<file path="src/hw/opk_pkg.sv">
// opk_pkg: constants, register map and carrier types of the operator panel key/io block
// assumes a 200 MHz mclk and a 32-bit axi4-lite register port
package opk_pkg;

  localparam int          OPK_NKEY       = 16;  // front keys
  localparam int          OPK_NDIN       = 14;  // standard digital inputs usable
  localparam int          OPK_NSRC       = OPK_NKEY + OPK_NDIN;
  localparam int          OPK_NFS        = 4;   // fail-safe channels
  localparam int          OPK_NEVT       = 4;

  // register byte offsets
  localparam logic [7:0]  OPK_REG_CTRL     = 8'h00;
  localparam logic [7:0]  OPK_REG_MODE     = 8'h04;
  localparam logic [7:0]  OPK_REG_STRETCH  = 8'h08;
  localparam logic [7:0]  OPK_REG_KEYSTATE = 8'h0c;
  localparam logic [7:0]  OPK_REG_LEDBITS  = 8'h10;
  localparam logic [7:0]  OPK_REG_LEDFLASH = 8'h14;
  localparam logic [7:0]  OPK_REG_LEDCOL0  = 8'h18;
  localparam logic [7:0]  OPK_REG_LEDCOL1  = 8'h1c;
  localparam logic [7:0]  OPK_REG_FSSTATE  = 8'h20;
  localparam logic [7:0]  OPK_REG_DIAG     = 8'h24;
  localparam logic [7:0]  OPK_REG_IRQSTAT  = 8'h28;
  localparam logic [7:0]  OPK_REG_IRQEN    = 8'h2c;
  localparam logic [7:0]  OPK_REG_IRQCLR   = 8'h30;
  localparam logic [7:0]  OPK_REG_FLASHDIV = 8'h34;

  // ctrl fields
  localparam int          OPK_CTRL_STRETCH_EN = 0;
  localparam int          OPK_CTRL_FS_CH_LO   = 1;   // active fs channel count - 1, 2 bits
  localparam int          OPK_CTRL_CFG_ERR    = 3;   // software-reported config error

  // diag / irq event positions
  localparam int          OPK_EV_COMM   = 0;
  localparam int          OPK_EV_HW     = 1;
  localparam int          OPK_EV_CFG    = 2;
  localparam int          OPK_EV_KEY    = 3;

  // reset values
  localparam logic [31:0] OPK_MODE_RST     = 32'h0000_0000;  // all momentary
  localparam logic [15:0] OPK_STRETCH_RST  = 16'h0000;
  localparam logic [23:0] OPK_FLASHDIV_RST = 24'h00_0000;

  // timing
  localparam int          OPK_CLK_MHZ       = 200;
  localparam int          OPK_STRETCH_US    = 1;     // stretch unit, microseconds
  localparam int          OPK_STRETCH_TICK  = OPK_STRETCH_US * OPK_CLK_MHZ;
  localparam int          OPK_DISC_MS       = 20;    // fs channel discrepancy time
  localparam int          OPK_DISC_CYC      = OPK_DISC_MS * OPK_CLK_MHZ * 1000;
  localparam int          OPK_FLASH_MS      = 250;   // flash base; default half period is 1/256 of it
  localparam int          OPK_FLASH_CYC     = OPK_FLASH_MS * OPK_CLK_MHZ * 1000;
  localparam int          OPK_COMM_MS       = 100;   // link watchdog
  localparam int          OPK_COMM_CYC      = OPK_COMM_MS * OPK_CLK_MHZ * 1000;

  typedef enum logic [1:0] {OPK_COL_RED, OPK_COL_GREEN, OPK_COL_YELLOW, OPK_COL_OFF} opk_col_type;

  typedef struct packed
  {
    logic [OPK_NFS-1:0] ch_a;
    logic [OPK_NFS-1:0] ch_b;
  } opk_fs_type;

  typedef struct packed
  {
    logic [OPK_NKEY-1:0] red;
    logic [OPK_NKEY-1:0] green;
  } opk_led_type;

endpackage : opk_pkg
</file>
<file path="src/hw/opk_key_io.sv">
// opk_key_io: operator panel keys, standard inputs, key leds and e-stop channels
// assumes key and input pins are asynchronous and already electrically debounced,
// and that a host bridge reaches the registers over axi4-lite on mclk
//
// Overview of operation
// button mode: bit follows key level
// switch mode: each press-release toggles bit
// each digital input selects button or switch
// reset puts all sources in button mode
// optional stretch holds short activations reported
// key led lights when its bit set
// led steady or flashing, red green yellow
// enable lock stops forwarding input transitions
// locked state keeps reporting pre-lock key values
// e-stop channels ignore enable lock
// one to four two-channel e-stop channels
// each channel monitored on two inputs
// fault forces channel safe, two-of-two
// report comm, hardware, configuration faults
// diagnostics always active, delivered automatically
// standard and fail-safe paths run concurrently
// at most fourteen standard inputs used
// one shared flash timebase for all leds
module opk_key_io
  import opk_pkg::*;
#(
  parameter int DISC_CYC  = OPK_DISC_CYC,
  parameter int COMM_CYC  = OPK_COMM_CYC
)
(
  // clock and reset
  input  wire logic                  mclk,
  input  wire logic                  srst,
  input  wire logic                  clk_en,
  // panel pins
  input  wire logic [OPK_NSRC-1:0]   src_pin,
  input  wire logic                  enable_pin,
  input  wire opk_fs_type            fs_pin,
  input  wire logic                  link_alive,
  output logic       [OPK_NFS-1:0]   fs_test_out_a,
  output logic       [OPK_NFS-1:0]   fs_test_out_b,
  output opk_led_type                led_out,
  // reported states
  output logic       [OPK_NSRC-1:0]  key_report,
  output logic       [OPK_NFS-1:0]   fs_report,
  output logic                       irq,
  // axi4-lite slave
  input  wire logic [7:0]            s_awaddr,
  input  wire logic                  s_awvalid,
  output logic                       s_awready,
  input  wire logic [31:0]           s_wdata,
  input  wire logic [3:0]            s_wstrb,
  input  wire logic                  s_wvalid,
  output logic                       s_wready,
  output logic [1:0]                 s_bresp,
  output logic                       s_bvalid,
  input  wire logic                  s_bready,
  input  wire logic [7:0]            s_araddr,
  input  wire logic                  s_arvalid,
  output logic                       s_arready,
  output logic [31:0]                s_rdata,
  output logic [1:0]                 s_rresp,
  output logic                       s_rvalid,
  input  wire logic                  s_rready
);

  localparam int NSY = OPK_NSRC + 1 + 2 * OPK_NFS;

  ////////////////////////////////////////////////////////////////////////////
  // input synchronisers: a change counts once stages two and three agree
  logic [NSY-1:0] sy1_r, sy2_r, sy3_r, filt_r;
  logic [NSY-1:0] sy1_nxt, sy2_nxt, sy3_nxt, filt_nxt;
  logic [NSY-1:0] raw_in;

  assign raw_in = {fs_pin.ch_b, fs_pin.ch_a, enable_pin, src_pin};

  always_comb
  begin
    sy1_nxt  = raw_in;
    sy2_nxt  = sy1_r;
    sy3_nxt  = sy2_r;
    filt_nxt = filt_r;
    for (int i = 0; i < NSY; i++)
    begin
      if (sy2_r[i] == sy3_r[i])
        filt_nxt[i] = sy3_r[i];
    end
  end

  always_ff @(posedge mclk)
  begin
    if (srst)
    begin
      sy1_r  <= '0;
      sy2_r  <= '0;
      sy3_r  <= '0;
      filt_r <= '0;
    end
    else if (clk_en)
    begin
      sy1_r  <= sy1_nxt;
      sy2_r  <= sy2_nxt;
      sy3_r  <= sy3_nxt;
      filt_r <= filt_nxt;
    end
  end

  logic [OPK_NSRC-1:0] src_lvl;
  logic                locked;
  logic [OPK_NFS-1:0]  fs_a, fs_b;
  assign src_lvl = filt_r[OPK_NSRC-1:0];
  assign locked  = filt_r[OPK_NSRC];  // enable pin high selects monitoring mode
  assign fs_a    = filt_r[OPK_NSRC+1 +: OPK_NFS];
  assign fs_b    = filt_r[OPK_NSRC+1+OPK_NFS +: OPK_NFS];

  ////////////////////////////////////////////////////////////////////////////
  // register state
  logic [31:0] mode_r, mode_nxt;
  logic [15:0] stretch_r, stretch_nxt;
  logic [3:0]  ctrl_r, ctrl_nxt;
  logic [OPK_NKEY-1:0] ledbits_r, ledbits_nxt, ledflash_r, ledflash_nxt;
  logic [31:0] ledcol0_r, ledcol0_nxt, ledcol1_r, ledcol1_nxt;
  logic [23:0] flashdiv_r, flashdiv_nxt;
  logic [OPK_NEVT-1:0] irq_stat_r, irq_stat_nxt, irq_en_r, irq_en_nxt;
  logic [OPK_NEVT-1:0] evt;

  ////////////////////////////////////////////////////////////////////////////
  // per source conditioning
  logic [OPK_NSRC-1:0] prev_r, prev_nxt, tog_r, tog_nxt, rep_r, rep_nxt;
  logic [15:0]         str_cnt_r [OPK_NSRC];
  logic [15:0]         str_cnt_nxt [OPK_NSRC];
  logic [7:0]          tick_cnt_r, tick_cnt_nxt;
  logic                us_tick;

  assign us_tick = (tick_cnt_r == 8'(OPK_STRETCH_TICK - 1));

  genvar g;
  generate
    for (g = 0; g < OPK_NSRC; g++)
    begin : g_src
      logic act;
      always_comb
      begin
        prev_nxt[g] = src_lvl[g];
        tog_nxt[g]  = tog_r[g];
        if (prev_r[g] && !src_lvl[g])
          tog_nxt[g] = ~tog_r[g];
        act = mode_r[g] ? tog_nxt[g] : src_lvl[g];
        str_cnt_nxt[g] = str_cnt_r[g];
        // one spare unit: the shared tick runs free, so a plain load could end a unit early
        if (act && !rep_r[g])
          str_cnt_nxt[g] = (stretch_r == 16'h0000 || stretch_r == 16'hffff) ? stretch_r
                                                                            : stretch_r + 16'h0001;
        else if (us_tick && str_cnt_r[g] != 16'h0000)
          str_cnt_nxt[g] = str_cnt_r[g] - 16'h0001;
        rep_nxt[g] = act;
        if (ctrl_r[OPK_CTRL_STRETCH_EN] && rep_r[g] && str_cnt_r[g] != 16'h0000)
          rep_nxt[g] = 1'b1;
        if (locked)
        begin

          prev_nxt[g]    = prev_r[g];
          tog_nxt[g]     = tog_r[g];
          rep_nxt[g]     = rep_r[g];
          str_cnt_nxt[g] = str_cnt_r[g];
        end
      end
      always_ff @(posedge mclk)
      begin
        if (srst)
          str_cnt_r[g] <= 16'h0000;
        else if (clk_en)
          str_cnt_r[g] <= str_cnt_nxt[g];
      end
    end
  endgenerate

  always_comb
  begin
    tick_cnt_nxt = us_tick ? 8'h00 : tick_cnt_r + 8'h01;
  end

  always_ff @(posedge mclk)
  begin
    if (srst)
    begin
      prev_r     <= '0;
      tog_r      <= '0;
      rep_r      <= '0;
      tick_cnt_r <= 8'h00;
    end
    else if (clk_en)
    begin
      prev_r     <= prev_nxt;
      tog_r      <= tog_nxt;
      rep_r      <= rep_nxt;
      tick_cnt_r <= tick_cnt_nxt;
    end
  end

  ////////////////////////////////////////////////////////////////////////////
  // fail-safe channels, never gated by the lock
  logic [OPK_NFS-1:0] fs_on, fs_fault_r, fs_fault_nxt, fs_rep_r, fs_rep_nxt;
  logic [31:0]        disc_r [OPK_NFS];
  logic [31:0]        disc_nxt [OPK_NFS];
  logic [31:0]        comm_cnt_r, comm_cnt_nxt;
  logic               comm_fault_r, comm_fault_nxt;

  generate
    for (g = 0; g < OPK_NFS; g++)
    begin : g_fs
      assign fs_on[g] = (2'(g) <= ctrl_r[OPK_CTRL_FS_CH_LO +: 2]);
      always_comb
      begin
        disc_nxt[g]     = (fs_a[g] != fs_b[g]) ? disc_r[g] + 32'h1 : 32'h0;
        fs_fault_nxt[g] = fs_fault_r[g];
        if (fs_on[g] && disc_r[g] >= 32'(DISC_CYC))
          fs_fault_nxt[g] = 1'b1;
        else if (fs_a[g] && fs_b[g])
          fs_fault_nxt[g] = 1'b0;  // both closed again reintegrates
        // break contacts: both closed means released; any fault or open gives stop
        fs_rep_nxt[g] = fs_on[g] & fs_a[g] & fs_b[g] & ~fs_fault_nxt[g];
      end
      always_ff @(posedge mclk)
      begin
        if (srst)
          disc_r[g] <= 32'h0;
        else if (clk_en)
          disc_r[g] <= disc_nxt[g];
      end
    end
  endgenerate

  always_comb
  begin
    comm_cnt_nxt   = link_alive ? 32'h0 : comm_cnt_r + 32'h1;
    comm_fault_nxt = (comm_cnt_r >= 32'(COMM_CYC));
    evt[OPK_EV_COMM] = comm_fault_r;
    evt[OPK_EV_HW]   = |fs_fault_r;
    evt[OPK_EV_CFG]  = ctrl_r[OPK_CTRL_CFG_ERR];
    evt[OPK_EV_KEY]  = |(rep_r ^ key_report);
  end

  always_ff @(posedge mclk)
  begin
    if (srst)
    begin
      fs_fault_r   <= '0;
      fs_rep_r     <= '0;
      comm_cnt_r   <= 32'h0;
      comm_fault_r <= 1'b0;
    end
    else if (clk_en)
    begin
      fs_fault_r   <= fs_fault_nxt;
      fs_rep_r     <= fs_rep_nxt;
      comm_cnt_r   <= comm_cnt_nxt;
      comm_fault_r <= comm_fault_nxt;
    end
  end

  ////////////////////////////////////////////////////////////////////////////
  // leds: one shared flash phase
  logic [23:0] flash_cnt_r, flash_cnt_nxt;
  logic        flash_ph_r, flash_ph_nxt;
  logic [23:0] flash_lim;
  opk_led_type led_nxt;

  assign flash_lim = (flashdiv_r == 24'h0) ? 24'(OPK_FLASH_CYC / 256) : flashdiv_r;

  always_comb
  begin
    flash_cnt_nxt = flash_cnt_r + 24'h1;
    flash_ph_nxt  = flash_ph_r;
    if (flash_cnt_r >= flash_lim)
    begin
      flash_cnt_nxt = 24'h0;
      flash_ph_nxt  = ~flash_ph_r;
    end
    for (int i = 0; i < OPK_NKEY; i++)
    begin
      logic        on;
      opk_col_type col;
      on  = ledbits_r[i] & (~ledflash_r[i] | flash_ph_r);
      col = opk_col_type'(i < 16 ? ledcol0_r[2*(i%16) +: 2] : ledcol1_r[2*(i%16) +: 2]);
      led_nxt.red[i]   = on & (col == OPK_COL_RED || col == OPK_COL_YELLOW);
      led_nxt.green[i] = on & (col == OPK_COL_GREEN || col == OPK_COL_YELLOW);
    end
  end

  ////////////////////////////////////////////////////////////////////////////
  // axi4-lite slave: one write and one read at a time
  logic        aw_hold_r, aw_hold_nxt, w_hold_r, w_hold_nxt;
  logic [7:0]  awaddr_r, awaddr_nxt;
  logic [31:0] wdata_r, wdata_nxt;
  logic [1:0]  bresp_nxt, rresp_nxt;
  logic        bvalid_nxt, rvalid_nxt, awready_nxt, wready_nxt, arready_nxt;
  logic [31:0] rdata_nxt, rd_val;
  logic        rd_ok, do_wr;
  logic [7:0]  rd_addr;

  assign do_wr   = aw_hold_r && w_hold_r && !s_bvalid;
  assign rd_addr = s_araddr;

  always_comb
  begin
    rd_ok  = 1'b1;
    rd_val = 32'h0;
    case (rd_addr)
      OPK_REG_CTRL:     rd_val = {28'h0, ctrl_r};
      OPK_REG_MODE:     rd_val = mode_r;
      OPK_REG_STRETCH:  rd_val = {16'h0, stretch_r};
      OPK_REG_KEYSTATE: rd_val = {2'h0, key_report};
      OPK_REG_LEDBITS:  rd_val = {16'h0, ledbits_r};
      OPK_REG_LEDFLASH: rd_val = {16'h0, ledflash_r};
      OPK_REG_LEDCOL0:  rd_val = ledcol0_r;
      OPK_REG_LEDCOL1:  rd_val = ledcol1_r;
      OPK_REG_FSSTATE:  rd_val = {24'h0, fs_fault_r, fs_rep_r};
      OPK_REG_DIAG:     rd_val = {28'h0, evt};
      OPK_REG_IRQSTAT:  rd_val = {28'h0, irq_stat_r};
      OPK_REG_IRQEN:    rd_val = {28'h0, irq_en_r};
      OPK_REG_IRQCLR:   rd_val = 32'h0;
      OPK_REG_FLASHDIV: rd_val = {8'h0, flashdiv_r};
      default:          rd_ok  = 1'b0;
    endcase
  end

  always_comb
  begin
    aw_hold_nxt  = aw_hold_r;
    w_hold_nxt   = w_hold_r;
    awaddr_nxt   = awaddr_r;
    wdata_nxt    = wdata_r;
    bvalid_nxt   = s_bvalid;
    bresp_nxt    = s_bresp;
    rvalid_nxt   = s_rvalid;
    rresp_nxt    = s_rresp;
    rdata_nxt    = s_rdata;
    mode_nxt     = mode_r;
    stretch_nxt  = stretch_r;
    ctrl_nxt     = ctrl_r;
    ledbits_nxt  = ledbits_r;
    ledflash_nxt = ledflash_r;
    ledcol0_nxt  = ledcol0_r;
    ledcol1_nxt  = ledcol1_r;
    flashdiv_nxt = flashdiv_r;
    irq_en_nxt   = irq_en_r;
    irq_stat_nxt = irq_stat_r;
    if (s_awvalid && s_awready)
    begin
      aw_hold_nxt = 1'b1;
      awaddr_nxt  = s_awaddr;
    end
    if (s_wvalid && s_wready)
    begin
      w_hold_nxt = 1'b1;
      wdata_nxt  = s_wdata;
    end
    if (s_bvalid && s_bready)
      bvalid_nxt = 1'b0;
    if (do_wr)
    begin
      aw_hold_nxt = 1'b0;
      w_hold_nxt  = 1'b0;
      bvalid_nxt  = 1'b1;
      bresp_nxt   = 2'b00;
      case (awaddr_r)
        OPK_REG_CTRL:     ctrl_nxt     = wdata_r[3:0];
        OPK_REG_MODE:     mode_nxt     = {2'h0, wdata_r[OPK_NSRC-1:0]};
        OPK_REG_STRETCH:  stretch_nxt  = wdata_r[15:0];
        OPK_REG_LEDBITS:  ledbits_nxt  = wdata_r[15:0];
        OPK_REG_LEDFLASH: ledflash_nxt = wdata_r[15:0];
        OPK_REG_LEDCOL0:  ledcol0_nxt  = wdata_r;
        OPK_REG_LEDCOL1:  ledcol1_nxt  = wdata_r;
        OPK_REG_IRQEN:    irq_en_nxt   = wdata_r[OPK_NEVT-1:0];
        OPK_REG_IRQCLR:   irq_stat_nxt = irq_stat_r & ~wdata_r[OPK_NEVT-1:0];
        OPK_REG_FLASHDIV: flashdiv_nxt = wdata_r[23:0];
        OPK_REG_KEYSTATE, OPK_REG_FSSTATE, OPK_REG_DIAG, OPK_REG_IRQSTAT: ;
        default:          bresp_nxt    = 2'b10;
      endcase
    end
    irq_stat_nxt = irq_stat_nxt | evt;  // set beats clear
    if (s_rvalid && s_rready)
      rvalid_nxt = 1'b0;
    if (s_arvalid && s_arready)
    begin
      rvalid_nxt = 1'b1;
      rdata_nxt  = rd_ok ? rd_val : 32'h0;
      rresp_nxt  = rd_ok ? 2'b00 : 2'b10;
    end
    awready_nxt = !aw_hold_nxt && !bvalid_nxt;
    wready_nxt  = !w_hold_nxt && !bvalid_nxt;
    arready_nxt = !rvalid_nxt;
  end

  always_ff @(posedge mclk)
  begin
    if (srst)
    begin
      aw_hold_r     <= 1'b0;
      w_hold_r      <= 1'b0;
      awaddr_r      <= 8'h00;
      wdata_r       <= 32'h0;
      s_awready     <= 1'b0;
      s_wready      <= 1'b0;
      s_arready     <= 1'b0;
      s_bvalid      <= 1'b0;
      s_bresp       <= 2'b00;
      s_rvalid      <= 1'b0;
      s_rresp       <= 2'b00;
      s_rdata       <= 32'h0;
      mode_r        <= OPK_MODE_RST;
      stretch_r     <= OPK_STRETCH_RST;
      ctrl_r        <= 4'h0;
      ledbits_r     <= '0;
      ledflash_r    <= '0;
      ledcol0_r     <= 32'h0;
      ledcol1_r     <= 32'h0;
      flashdiv_r    <= OPK_FLASHDIV_RST;
      irq_en_r      <= '0;
      irq_stat_r    <= '0;
      flash_cnt_r   <= 24'h0;
      flash_ph_r    <= 1'b0;
      led_out       <= '0;
      key_report    <= '0;
      fs_report     <= '0;
      fs_test_out_a <= '0;
      fs_test_out_b <= '0;
      irq           <= 1'b0;
    end
    else if (clk_en)
    begin
      aw_hold_r     <= aw_hold_nxt;
      w_hold_r      <= w_hold_nxt;
      awaddr_r      <= awaddr_nxt;
      wdata_r       <= wdata_nxt;
      s_awready     <= awready_nxt;
      s_wready      <= wready_nxt;
      s_arready     <= arready_nxt;
      s_bvalid      <= bvalid_nxt;
      s_bresp       <= bresp_nxt;
      s_rvalid      <= rvalid_nxt;
      s_rresp       <= rresp_nxt;
      s_rdata       <= rdata_nxt;
      mode_r        <= mode_nxt;
      stretch_r     <= stretch_nxt;
      ctrl_r        <= ctrl_nxt;
      ledbits_r     <= ledbits_nxt;
      ledflash_r    <= ledflash_nxt;
      ledcol0_r     <= ledcol0_nxt;
      ledcol1_r     <= ledcol1_nxt;
      flashdiv_r    <= flashdiv_nxt;
      irq_en_r      <= irq_en_nxt;
      irq_stat_r    <= irq_stat_nxt;
      flash_cnt_r   <= flash_cnt_nxt;
      flash_ph_r    <= flash_ph_nxt;
      led_out       <= led_nxt;
      key_report    <= rep_r;
      fs_report     <= fs_rep_r;
      fs_test_out_a <= fs_on;   // drive the contact feeds of active channels
      fs_test_out_b <= fs_on;
      irq           <= |(irq_stat_nxt & irq_en_nxt);
    end
  end

  ////////////////////////////////////////////////////////////////////////////
  // assertions
  a_lock_freeze: assert property (@(posedge mclk) disable iff (srst)
    clk_en && locked && $past(clk_en) && $past(locked) |-> rep_r == $past(rep_r))
    else $error("report changed while locked");
  a_button_follow: assert property (@(posedge mclk) disable iff (srst)
    clk_en && !locked && !mode_r[0] && !ctrl_r[OPK_CTRL_STRETCH_EN] && $past(clk_en)
      && !$past(locked) |-> rep_r[0] == $past(src_lvl[0]))
    else $error("button report does not follow key");
  a_switch_toggle: assert property (@(posedge mclk) disable iff (srst)
    clk_en && !locked && prev_r[0] && !src_lvl[0] |=> !clk_en || tog_r[0] != $past(tog_r[0]))
    else $error("switch did not toggle on release");
  a_fs_safe: assert property (@(posedge mclk) disable iff (srst)
    fs_fault_r[0] |-> !fs_rep_r[0] || !clk_en)
    else $error("faulted channel not safe");
  a_fs_mismatch: assert property (@(posedge mclk) disable iff (srst)
    clk_en && fs_a[0] != fs_b[0] |=> !clk_en || !fs_rep_r[0])
    else $error("mismatched contacts reported closed");
  a_led_dark: assert property (@(posedge mclk) disable iff (srst)
    clk_en && !ledbits_r[0] |=> !clk_en || (!led_out.red[0] && !led_out.green[0]))
    else $error("led lit with bit clear");
  a_diag_irq: assert property (@(posedge mclk) disable iff (srst)
    clk_en && evt[OPK_EV_HW] |=> !clk_en || irq_stat_r[OPK_EV_HW])
    else $error("hardware fault not latched");
  a_reset_mode: assert property (@(posedge mclk)
    srst |=> mode_r == OPK_MODE_RST)
    else $error("mode not cleared by reset");
  c_lock: cover property (@(posedge mclk) disable iff (srst) locked && rep_r[0]);
  c_fs_fault: cover property (@(posedge mclk) disable iff (srst) fs_fault_r[0]);
  c_flash: cover property (@(posedge mclk) disable iff (srst) $rose(flash_ph_r));

endmodule : opk_key_io

</file>
<file path="config.mk">
export PLATFORM = sky130hd
export DESIGN_NAME = opk_key_io
export DESIGN_NICKNAME = d
export VERILOG_FILES = /design/src/hw/opk_pkg.sv /design/src/hw/opk_key_io.sv
export SDC_FILE = /design/constraint.sdc
export NUM_CORES = 2
export LEC_CHECK = 0
export ABC_CLOCK_PERIOD_IN_PS = 5750
export BUFFER_PORTS_ARGS = -buffer_cell sky130_fd_sc_hd__buf_2
export CORE_AREA = 2 2 402 364
export CTS_CLUSTER_DIAMETER = 50
export DETAILED_ROUTE_END_ITERATION = 8
export DIE_AREA = 0 0 404 366
export PLACE_DENSITY = 0.63
export SYNTH_ARGS = -nofsm -noshare
export SYNTH_HDL_FRONTEND = slang
export SYNTH_SLANG_ARGS = --single-unit
export TNS_END_PERCENT = 5
</file>
<file path="constraint.sdc">
create_clock -name mclk -period 5.75 [get_ports mclk]
set_input_delay 1.15 -clock mclk [delete_from_list [all_inputs] [get_ports mclk]]
set_output_delay 1.15 -clock mclk [all_outputs]
set_load 0.01 [all_outputs]
</file>
; After elaboration in Yosys (flattened, before gate mapping)
; Memories as Yosys holds them, arrays and structs flattened.
; Cells that the tools add are included.
[totals]
register_bits = 652
mem_count = 2
output_inout_bits = 116
mem_bits_rw = 608
[op_classes]
n_lt_le_gt_ge = 10
mux = 253
eq_ne = 103
addsub = 38
n_reduce_logical = 373
bitwise = 167
[memory_table]
columns = name, depth, width, read_ports, rd_ports_with_merged_regs, write_ports, line_no
row1 = str_cnt_r, 30, 16, 30, 0, 30, opk_key_io.sv:130  ; logic [15:0] str_cnt_r [OPK_NSRC];
row2 = disc_r, 4, 32, 4, 0, 4, opk_key_io.sv:204  ; logic [31:0] disc_r [OPK_NFS];
[ops]
columns = operator, count
row1 = 16-bit two-way mux, 121
row2 = 16-bit nonzero test, 30
row3 = "16-bit by 1-bit subtractor with 16-bit output, second input constant", 30
row4 = 32-bit case mux with 13 select lines, 1
row5 = 32-bit two-way mux, 10
row6 = 1-bit logical AND, 167
row7 = "32-bit by 1-bit adder with 32-bit output, second input constant", 5
row8 = "32-bit by 22-bit greater-or-equal comparator with 1-bit output, second input constant", 4
row9 = 1-bit two-way mux, 112
row10 = "8-bit by 6-bit == test with 1-bit output, second input constant", 12
row11 = 2-bit AND reduction, 45
row12 = 1-bit logical NOT, 65
row13 = "8-bit by 5-bit == test with 1-bit output, second input constant", 8
row14 = 1-bit AND, 60
row15 = 1-bit inverter, 52
row16 = 1-bit OR, 50
row17 = 24-bit two-way mux, 2
row18 = 1-bit == test, 39
row19 = 1-bit logical OR, 33
row20 = "2-bit by 1-bit == test with 1-bit output, second input constant", 16
row21 = "2-bit == test, second input constant", 16
row22 = "8-bit by 4-bit == test with 1-bit output, second input constant", 4
row23 = "32-bit by 25-bit greater-or-equal comparator with 1-bit output, second input constant", 1
row24 = 2-bit logical NOT, 16
row25 = other kinds (24), 45

; Longest topological paths before layout
[depth]
word_depth = 8
depth_mapped = 13
depth_no_buf = 11

; Worst setup path after synthesis
; Ideal clock, no wire load.
[synth_path]
path_type = input-to-reg
startpoint = in clk_en
endpoint = mem disc_r[0][0] (enable)
cell_stages = 3
slack_ns = 1.255
t_arrival_ns = 4.014
setup_ns = 0.481
n_path_buf = 1
path_cell_list = clkbuf_1 -> nor2_1 -> inv_1
[synth_lines]
columns = element, line_no
row1 = from (decl), opk_key_io.sv:34  ; input wire logic clk_en,
row2 = to (decl), opk_key_io.sv:204

==> results.toml <==
[outcome]
outcome = "completed"

[final_layout]
drive_gt1_frac = 0.103
layoutNonFillerInstCount = 8991
nets = 7187
n_fill_cell = 13193
syn2layout_area_growth_pct = 12.2
fin_util = 0.504
final_cell_area_mm2 = 0.0722

[power_and_ir_drop]
p_sw_mw = 5.13
p_seq_frac = 0.482
combPwrFrac = 0.057
power_frac_clock = 0.461
p_leak_nw = 26.6
power.density_mw_per_mm2 = 289
p_sw_frac = 0.246
intPower_mw = 15.7
ir_drop_uv = 215

[floorplan]
rows = 132
io_pins = 216
dieArea_mm2 = 0.148
fp.dieW_um = 404
initial_core_util = 0.449
dieHeight_um = 366
core_mm2 = 0.143

[clock_tree]
hold_buffers = 0
worstSkewPairLatency_ns = 0.82
cts_resized = 0
cts.sinks = 1258
cts-root-buf = "clkbuf_16"
clk_path_buf_depth = 3
cts_buffers = 149
htreeDepth = 4
cts_setup_buffers = 0
path_clk_slew_ns = 0.06
tritoncts = "yes"

[route]
wl_um = 193000
drc_errors = 0
dr.pass1.iters = 5
wire_per_inst_um = 21.5
avgViaCountPerCell = 5.86
ant_nets = 0
first_iter_violations = 5315
vias = 52725

[setup_path]
critPathRequiredTime_ns = 6.22
end_kind = "flip-flop"
worstPathArrival_ns = 4.18
critPathKind = "flip-flop to flip-flop"
critPathLaunchType = "flip-flop"
worstPathMaxFanout = 19

[sta]
finalMaxSlewViolations = 0
min_period_ns = 3.71
slew_headroom = 0.0629
fmax_mhz = 269
rsz0062_at_grt = "no"
timing_hold_violations_final = 0
finalCritPeriodShare = 0.645
finClkSkew_ns = 0.0429
holdWs_ns = 0.433
setup_tns_ns = 0
setup-violations-final = 0
max_slew.worst_pin.slew_ns = 1.39

[grt]
overflow = 0
track_usage = 0.253
antenna_found_initial = 10
grt_max_degree = 172
grt_pass1_vias = 48607
grt_pass1_wl_um = 293000

[synthesis]
yosys.area.top_type = "edfxtp_1"
ys_top_cells_by_area = "edfxtp_1, dfxtp_1, a21oi_1"
synth_cells = 6950
synthFlopType = "dfxtp_1"
synth_seq_cells = 1258
synth_cell_type_count = 89
synth_top_family_by_area = "simple AND/OR/NAND/NOR gates"
yosys_warnings = 0
synth_compound_area_frac = 0.159
synth-edff-count = 608
syn_area_mm2 = 0.0643
yosys.area_share.adder = 0.0202
synth-simple-area-share = 0.181
yosys-mux-area-fraction = 0.0310
synthXorXnorAreaFrac = 0.0817
synth_commonest_cells = "nor2_1, nand2_1, a21oi_1, dfxtp_1, edfxtp_1"
yosysSeqAreaShare = 0.486
async_flop_share = 0
synth_top_area_frac = 0.284
synth_most_common_cell = "nor2_1"
syn_area_per_cell_um2 = 9.26

[place]
hpwl_um = 127000
dpl-instance-area_mm2 = 0.0672
gp_congestion = 0.917
portBuffers = 209
placedCellCount = 8708

[worst_hold_path]
hold_path.class = "flip-flop to flip-flop"

[run]
drv_cap = 0
-- cell families after synthesis --
family	Yosys count
multiplexers	191
AND/OR/NAND/NOR	2443
AO/OA/AOI/OAI	1700
buffers and inverters	654
other	1
XOR/XNOR	599
adder cells (fa/ha/maj)	104
flip-flops	1258
-- metal layers --
layer,wire (um),track usage,up-vias
met5,51,0,-
met4,7170,0.0967,8
met3,15700,0.0481,369
met2,85800,0.386,1932
met1,84200,0.354,25517
li1,-,-,24899
-- stage by stage --
step	setup slack, ns	total power [mW]
CTS	2.08	21.0
finish	2.04	20.8
detailed placement	1.83	11.4
floorplan	1.25	11.0
global route	1.79	21.5
global placement	1.87	11.4
-- power by group through the flow --
stage | Clock (mW) | Combinational, mW | Sequential, mW
2_1_floorplan | 0 | 0.884 | 10.1
3_3_place_gp | 0 | 1.16 | 10.2
3_5_place_dp | 0 | 1.18 | 10.2
4_1_cts | 9.74 | 1.19 | 10.0
5_1_grt | 10.1 | 1.32 | 10.1
6_report | 9.61 | 1.20 | 10.0
-- placed cells by master (no fill, tap or decap), types with 20 or more instances in the layout --
cell | synthesis | layout
a211oi_1 | 156 | 156
a21o_1 | 56 | 56
a21oi_1 | 730 | 730
a22o_1 | 44 | 44
a22oi_1 | 63 | 63
a31o_2 | 20 | 20
a31oi_1 | 20 | 20
and3_1 | 35 | 35
and4_1 | 22 | 22
buf_2 | 79 | 207
buf_4 | 21 | 129
clkbuf_1 | 339 | 35
clkbuf_16 | 0 | 152
dfxtp_1 | 650 | 649
edfxtp_1 | 608 | 608
ha_1 | 104 | 104
inv_1 | 192 | 190
mux2i_1 | 171 | 171
nand2_1 | 737 | 737
nand2b_1 | 52 | 50
nand3_1 | 150 | 150
nand3b_1 | 22 | 22
nand4_1 | 80 | 80
nor2_1 | 742 | 737
nor2b_1 | 74 | 74
nor3_1 | 160 | 159
nor4_1 | 94 | 93
o21ai_0 | 397 | 396
o31ai_1 | 37 | 37
o32ai_1 | 45 | 45
or2_2 | 42 | 42
or3_1 | 76 | 76
or4_1 | 51 | 51
xnor2_1 | 272 | 267
xor2_1 | 326 | 318
-- flip-flops by register name (all words and copies together), names as in the netlist, 24 cells and up --
name         flops
sy1_r           39
sy3_r           39
filt_r          39
comm_cnt_r      32
flashdiv_r      24
ledcol0_r       32
key_report      30
prev_r          30
flash_cnt_r     24
s_rdata         32
disc_r         128
rep_r           30
tog_r           30
wdata_r         32
mode_r          30
sy2_r           39
str_cnt_r      480
ledcol1_r       32
led_out         32
-- area by class of cell --
| cell class | count | area [um^2] | area share |
|---|---|---|---|
| sequential | 1258 | 31300 | 0.433 |
| multi-input combinational | 5039 | 30700 | 0.426 |
| clock buffer | 196 | 4060 | 0.0562 |
| tap | 1876 | 2350 | 0.0325 |
| timing repair buffer | 343 | 2130 | 0.0296 |
| clock inverter | 83 | 923 | 0.0128 |
| inverter | 192 | 723 | 0.0100 |
| antenna | 4 | 10.0 | 0.000139 |
-- path summary, 6_finish.rpt --
kind | to | start | cells after the start | slack, ns
worst max-delay path | str_cnt_r[1][134] | stretch_r[0] | 9 | 2.04
worst min-delay path | led_out[31] | led_out[31] | 2 | 0.43
worst max register to register | str_cnt_r[1][134] | stretch_r[0] | 9 | 2.04
worst min register to register | led_out[31] | led_out[31] | 2 | 0.43
-- worst max-delay path, cell delays in order, from the launching register on --
cell and delay [ns]:
dfxtp_1 0.55, inv_1 0.08, ha_1 0.20, nor4b_1 0.14, and4_1 0.30, a31oi_1 0.43
nand3_1 0.25, xor2_4 0.70, buf_4 0.54, a21oi_1 0.15
(Power assumes the default switching activity.)
